File: src/kms_regs.vh
`ifndef KMS_REGS_VH
`define KMS_REGS_VH

// ------------------------------------------------------------
// Geometry
// ------------------------------------------------------------
`define KMS_ROWS          4
`define KMS_COLS          4
`define KMS_ROW_IDLE      4'hf

// ------------------------------------------------------------
// Scan timing
// ------------------------------------------------------------
`define KMS_CLK_MHZ       40
`define KMS_SETTLE_NS     1000
`define KMS_SETTLE_CYC    ((`KMS_SETTLE_NS * `KMS_CLK_MHZ + 999) / 1000)
`define KMS_CNT_W         6

`endif

File: src/kms_scanner.v
// What this block does
// Four row registers, four key bits each
// Bits read 1 at reset and idle
// Pressed key clears its bit to 0
// Register picks row, bit picks column
// Interrupt when scan differs from previous
// Key release also counts as change
// Four sense inputs sample matrix rows
// Four column outputs select key columns
// Host enables pins and irq before start
// One column at a time, latch senses
// Irq held until ack; frozen when disabled
`timescale 1ns/10ps
`default_nettype none
`include "kms_regs.vh"

module kms_scanner (
    input  wire       clk,               // 40 MHz clock
    input  wire       reset,             // Sync reset, active high
    input  wire       matrix_pins_en,    // Enables column drive and sensing
    input  wire       irq_en,            // Enables change interrupt
    input  wire       scan_start,        // Level: scanning runs while high
    input  wire       irq_ack,           // One-cycle change acknowledge
    input  wire [3:0] matrix_sense_in,   // Row senses, active low
    output reg  [3:0] matrix_column_out, // Column drives, active low
    output reg  [3:0] row0_scan_data,    // Row 0, bit n = column n
    output reg  [3:0] row1_scan_data,    // Row 1
    output reg  [3:0] row2_scan_data,    // Row 2
    output reg  [3:0] row3_scan_data,    // Row 3
    output reg        key_change_irq,    // Change request, level
    output reg        scan_busy          // Scanner running
);

    // --------------------------------------------------------
    // States and helpers
    // --------------------------------------------------------
    localparam [2:0] ST_IDLE   = 3'b001;
    localparam [2:0] ST_SETTLE = 3'b010;
    localparam [2:0] ST_SAMPLE = 3'b100;
    localparam integer SETTLE_LAST_I = `KMS_SETTLE_CYC - 1;
    localparam [`KMS_CNT_W-1:0] SETTLE_LAST =
        SETTLE_LAST_I[`KMS_CNT_W-1:0];

    // Active-low one-hot drive for a column
    function [3:0] col_drive;
        input [1:0] col;
        begin
            col_drive = ~(4'h1 << col);
        end
    endfunction

    // Replace bit col of a row word
    function [3:0] put_bit;
        input [3:0] word;
        input [1:0] col;
        input       val;
        reg   [3:0] m;
        begin
            m = 4'h1 << col;
            put_bit = val ? (word | m) : (word & ~m);
        end
    endfunction

    reg [2:0]            state_reg;
    reg [2:0]            state_next;
    reg [1:0]            col_reg;
    reg [`KMS_CNT_W-1:0] cnt_reg;
    reg [3:0]            shadow0_reg;
    reg [3:0]            shadow1_reg;
    reg [3:0]            shadow2_reg;
    reg [3:0]            shadow3_reg;
    wire                 running;
    wire                 sample_now;
    wire                 frame_end;
    wire                 changed;
    wire [3:0]           row0_next;
    wire [3:0]           row1_next;
    wire [3:0]           row2_next;
    wire [3:0]           row3_next;

    assign running = scan_start & matrix_pins_en;
    // no sampling once stopped
    assign sample_now = (state_reg == ST_SAMPLE) && running;
    assign frame_end = sample_now && (col_reg == 2'd3);

    // Shadow rows with the current column merged in
    assign row0_next = put_bit(shadow0_reg, col_reg, matrix_sense_in[0]);
    assign row1_next = put_bit(shadow1_reg, col_reg, matrix_sense_in[1]);
    assign row2_next = put_bit(shadow2_reg, col_reg, matrix_sense_in[2]);
    assign row3_next = put_bit(shadow3_reg, col_reg, matrix_sense_in[3]);

    // compare frame to previous
    // any bit flip, release included
    assign changed = frame_end &&
        ({row3_next, row2_next, row1_next, row0_next} !=
         {row3_scan_data, row2_scan_data,
          row1_scan_data, row0_scan_data});

    // --------------------------------------------------------
    // Sequencer
    // --------------------------------------------------------
    always @* begin
        state_next = state_reg;
        case (state_reg)
            ST_IDLE: begin
                // start only once pins enabled
                if (running)
                    state_next = ST_SETTLE;
            end
            ST_SETTLE: begin
                if (!running)
                    state_next = ST_IDLE;
                else if (cnt_reg == SETTLE_LAST)
                    state_next = ST_SAMPLE;
            end
            ST_SAMPLE: begin
                state_next = running ? ST_SETTLE : ST_IDLE;
            end
            default: state_next = ST_IDLE;
        endcase
    end

    always @(posedge clk) begin
        if (reset) begin
            state_reg <= ST_IDLE;
            scan_busy <= 1'b0;
        end else begin
            state_reg <= state_next;
            scan_busy <= (state_next != ST_IDLE);
        end
    end

    // --------------------------------------------------------
    // Settle counter and column index
    // --------------------------------------------------------
    always @(posedge clk) begin
        if (reset) begin
            cnt_reg <= {`KMS_CNT_W{1'b0}};
            col_reg <= 2'd0;
        end else begin
            if (state_reg == ST_SETTLE && state_next == ST_SETTLE)
                cnt_reg <= cnt_reg + 1'b1;
            else
                cnt_reg <= {`KMS_CNT_W{1'b0}};
            // Restart always begins at column 0
            if (state_next == ST_IDLE)
                col_reg <= 2'd0;
            else if (state_reg == ST_SAMPLE)
                col_reg <= col_reg + 1'b1;
        end
    end

    // --------------------------------------------------------
    // Column drive
    // --------------------------------------------------------
    always @(posedge clk) begin
        if (reset) begin
            matrix_column_out <= `KMS_ROW_IDLE;
        end else begin
            // drive selected column low
            // one column at a time
            if (state_next == ST_IDLE)
                matrix_column_out <= `KMS_ROW_IDLE;
            else if (state_reg == ST_SAMPLE)
                matrix_column_out <= col_drive(col_reg + 2'd1);
            else
                matrix_column_out <= col_drive(col_reg);
        end
    end

    // --------------------------------------------------------
    // Scan data
    // --------------------------------------------------------
    always @(posedge clk) begin
        if (reset) begin
            // all keys idle after reset
            shadow0_reg    <= `KMS_ROW_IDLE;
            shadow1_reg    <= `KMS_ROW_IDLE;
            shadow2_reg    <= `KMS_ROW_IDLE;
            shadow3_reg    <= `KMS_ROW_IDLE;
            row0_scan_data <= `KMS_ROW_IDLE;
            row1_scan_data <= `KMS_ROW_IDLE;
            row2_scan_data <= `KMS_ROW_IDLE;
            row3_scan_data <= `KMS_ROW_IDLE;
        end else if (sample_now) begin
            // sense input n is row n
            // low sense clears key bit
            // row index, column bit
            shadow0_reg <= put_bit(shadow0_reg, col_reg,
                                   matrix_sense_in[0]);
            shadow1_reg <= put_bit(shadow1_reg, col_reg,
                                   matrix_sense_in[1]);
            shadow2_reg <= put_bit(shadow2_reg, col_reg,
                                   matrix_sense_in[2]);
            shadow3_reg <= put_bit(shadow3_reg, col_reg,
                                   matrix_sense_in[3]);
            // publish whole frame
            // only while scanning
            if (frame_end) begin
                row0_scan_data <= row0_next;
                row1_scan_data <= row1_next;
                row2_scan_data <= row2_next;
                row3_scan_data <= row3_next;
            end
        end
    end

    // --------------------------------------------------------
    // Change request
    // --------------------------------------------------------
    always @(posedge clk) begin
        if (reset)
            key_change_irq <= 1'b0;
        // set wins over acknowledge
        else if (changed && irq_en)
            key_change_irq <= 1'b1;
        else if (irq_ack)
            key_change_irq <= 1'b0;
    end

endmodule
`default_nettype wire

File: config.mk
export PLATFORM = sky130hd
export DESIGN_NAME = kms_scanner
export DESIGN_NICKNAME = d
export VERILOG_FILES = /design/src/kms_scanner.v
export VERILOG_INCLUDE_DIRS = /design/src
export SDC_FILE = /design/constraint.sdc
export NUM_CORES = 1
export LEC_CHECK = 0
export ABC_AREA = 1
export BUFFER_PORTS_ARGS = -buffer_cell sky130_fd_sc_hd__buf_2
export CORE_MARGIN = 2
export CORE_UTILIZATION = 46
export CTS_BUF_LIST = sky130_fd_sc_hd__clkbuf_2 sky130_fd_sc_hd__clkbuf_4 sky130_fd_sc_hd__clkbuf_8
export DETAILED_ROUTE_END_ITERATION = 6
export GPL_ROUTABILITY_DRIVEN = 0
export PLACE_DENSITY = 0.63
export SYNTH_ARGS = -nofsm -noshare
export SYNTH_HDL_FRONTEND = slang
export SYNTH_SLANG_ARGS = --single-unit
File: constraint.sdc
create_clock -name clk -period 3.2 [get_ports clk]
set_clock_uncertainty 0.05 [all_clocks]
set_input_delay 0.64 -clock clk [delete_from_list [all_inputs] [get_ports clk]]
set_output_delay 0.64 -clock clk [all_outputs]
set_load 0.02 [all_outputs]
==> qor.yml <==
die:
  io_pins: 32
  start_util_pct: 47.17
  dieArea_sq_um: 5762
  die_h_um: 75.91
  rows: 26
  core_area_sq_um: 5042
  die_x_um: 75.91
power:
  swShare_pct: 21.26
  ir_worst_vdd_v: 0.0002097
  clockPowerShare_pct: 41.5
  pwr-share-comb_pct: 3.6
  switchingPower_mw: 0.2373
  power_density_nw_per_um2: 414.2
  pwr-share-seq_pct: 54.9
  p_leak_nw: 1.434
  p_int_mw: 0.8791
  total_power_mw: 1.116
clocking:
  clock_latency_ns: 0.31
  cts_tree: "built"
  cts_resized: 0
  path_clk_slew_ns: 0.10
  post-cts-setup-buffers: 0
  cts_buffer_depth: 2
  cts_sinks: 49
  h-tree-depth: 2
  numCtsBuffers: 5
  cts_root_buf: "clkbuf_8"
  hold_buffers: 0
sta:
  setup_viol: 0
  final_max_slew_viol_count: 0
  min_period_ns: 2.125
  hold_viol_final: 0
  setup_ws_ns: 1.075
  max-slew-margin-rel_pct: 62.20
  tightest_slew_ns: 0.5663
  fmax_ghz: 0.4707
  setup_tns_ns: 0
  rsz0062_at_grt: "no"
  finalCritPeriodShare_pct: 66.39
drt:
  via_count: 2132
  wl_per_cell_um: 12.34
  drt_iter0_markers: 111
  ant_nets: 0
  drc: 0
  wirelength_mm: 5.354
  firstDrtPassIters: 4
  vias_per_cell: 4.912
logic_synthesis:
  yosysWarnings: 0
  ys_ff_latch: 49
  syn_avg_cell_area_sq_um: 7.186
  synth_cell_type_count: 29
  synth_top_area_cell: "dfxtp_1"
  synth_top_area_share_pct: 41.24
  synth_area_sq_um: 2379
  synth_flop_cell: "dfxtp_1"
  synthCells: 331
  async_reset_ff_share_pct: 0
  synth_nets: 350
  synth-edff-count: 0
  ys_seq_area_share_pct: 41.24
  synth_area_leaders: "dfxtp_1 (41%), nand2_1 (20%), inv_1 (6.2%)"
critical_path:
  worst_setup_path_end_kind: "flop"
  r2r.worst_path.cells: 12
  arrival_ns: 2.28
  critPathKind: "flop to flop"
  cp-start-kind: "flop"
  regToRegSetupSlack_ns: 1.08
  crit_required_ns: 3.35
  worst-path-max-fanout: 16
  reg2reg_from: "col_reg[0]"
  r2r-end: "key_change_irq"
cells_and_area:
  drive_gt1_share_pct: 14.29
  antenna_cells: 0
  largest_reg_flops: 6
  layout_commonest_cell: "nand2_1"
  final_cell_area_sq_um: 2695
  syn_to_final_growth_pct: 13.31
  fin_nets: 382
  final_cell_mix: "nand2_1 (129), dfxtp_1 (49), inv_1 (39), buf_2 (31), nand3_1 (29)"
  fin_cells: 434
global_route:
  grt_pass1_vias: 1987
  top_usage_layer: "met2"
  grt_pass1_wl_mm: 8.997
  grt_use_total_pct: 19.20
  antenna_found_initial: 0
  globalRouteMet1Util_pct: 24.21
  grt_use_met2_pct: 32.32
  grt_max_degree: 25
  grtUsageMet3_pct: 4.048
  overflow: 0
placed_design:
  place_area_sq_um: 2575
  dp.cells: 426
  dp_hpwl_mm: 3.869
  portBuffers: 31
  pre_cts_ws_ns: 1.091
min_path:
  hold_depth: 2
  min_to: "shadow3_reg[3]"
  hold_class: "flop to flop"
  hp-start: "shadow3_reg[3]"
run_status:
  status: "completed"
job:
  max_cap_violations: 0
[synthesized netlist by cell type, types with 2 or more instances]
| master | count |
|---|---|
| a21oi_2 | 3 |
| clkbuf_1 | 3 |
| o211ai_1 | 7 |
| inv_1 | 39 |
| ha_1 | 9 |
| o21ai_0 | 7 |
| dfxtp_1 | 49 |
| nor2_1 | 17 |
| o221ai_1 | 10 |
| nand2_1 | 129 |
| nor3b_1 | 2 |
| o21ai_2 | 3 |
| buf_6 | 2 |
| nand4_1 | 2 |
| a21oi_1 | 7 |
| nand3_1 | 29 |
[routing by layer]
metal	vias up	wire (um)
li1	1124	-
met1	962	2540
met2	38	2548
met3	8	199
met4	0	65
met5	-	0
[kinds of logic (layout without fill, tap and decap cells)]
logic type / after synthesis / count (layout) / synth area share (%)
AO/OA/AOI/OAI: 37 / 37 / 11.05
XOR/XNOR: 1 / 1 / 0.3683
adder cells (fa/ha/maj): 9 / 9 / 4.734
buffers and inverters: 49 / 82 / 9.205
flip-flops: 49 / 49 / 41.24
AND/OR/NAND/NOR: 186 / 186 / 33.40
[critical path: stages (launching register included)]
cell     delay [ns]
dfxtp_1        0.45
ha_1           0.36
inv_1          0.34
nand2_1        0.18
nand2_1        0.06
nand2_1        0.05
nand2_1        0.04
nor2_1         0.13
nand2_1        0.07
nor2_1         0.11
nand2_1        0.06
nand2_1        0.06
a21oi_1        0.06
[final cells by class]
type / instances / area (sq um)
Sequential cell: 49 / 980.9
Fill cell: 504 / 2347
Timing Repair Buffer: 32 / 162.7
Tap cell: 70 / 87.58
Multi-Input combinational cell: 233 / 1179
Clock inverter: 2 / 37.54
Clock buffer: 6 / 82.58
Inverter: 42 / 165.2
[worst max-delay path by stage]
stage               startpoint             end  slack, ns  depth (start not counted)
floorplan                reset      cnt_reg[3]       1.54                          5
global placement    col_reg[0]  key_change_irq       1.17                         11
detailed placement  col_reg[0]  key_change_irq       1.09                         12
CTS                 col_reg[0]  key_change_irq       1.08                         11
global route        col_reg[0]  key_change_irq       0.83                         12
finish              col_reg[0]  key_change_irq       1.08                         12
[per-stage QoR]
stage               hold slack [ns]  util (%)
finish                       0.4131     53.45
floorplan                    0.3764         -
detailed placement           0.3949     51.07
global route                 0.4348     53.45
global placement             0.3917     51.07
CTS                          0.4137     53.45
[power groups by stage]
stage | sequential, mW | combinational, mW | clock [mW]
after floorplan | 0.629 | 0.0224 | 0
after global placement | 0.627 | 0.0406 | 0
after detailed placement | 0.627 | 0.0409 | 0
after CTS | 0.613 | 0.0411 | 0.479
after global routing | 0.613 | 0.0453 | 0.499
final | 0.613 | 0.0406 | 0.463
No activity file was read; power rests on OpenSTA's default activity.
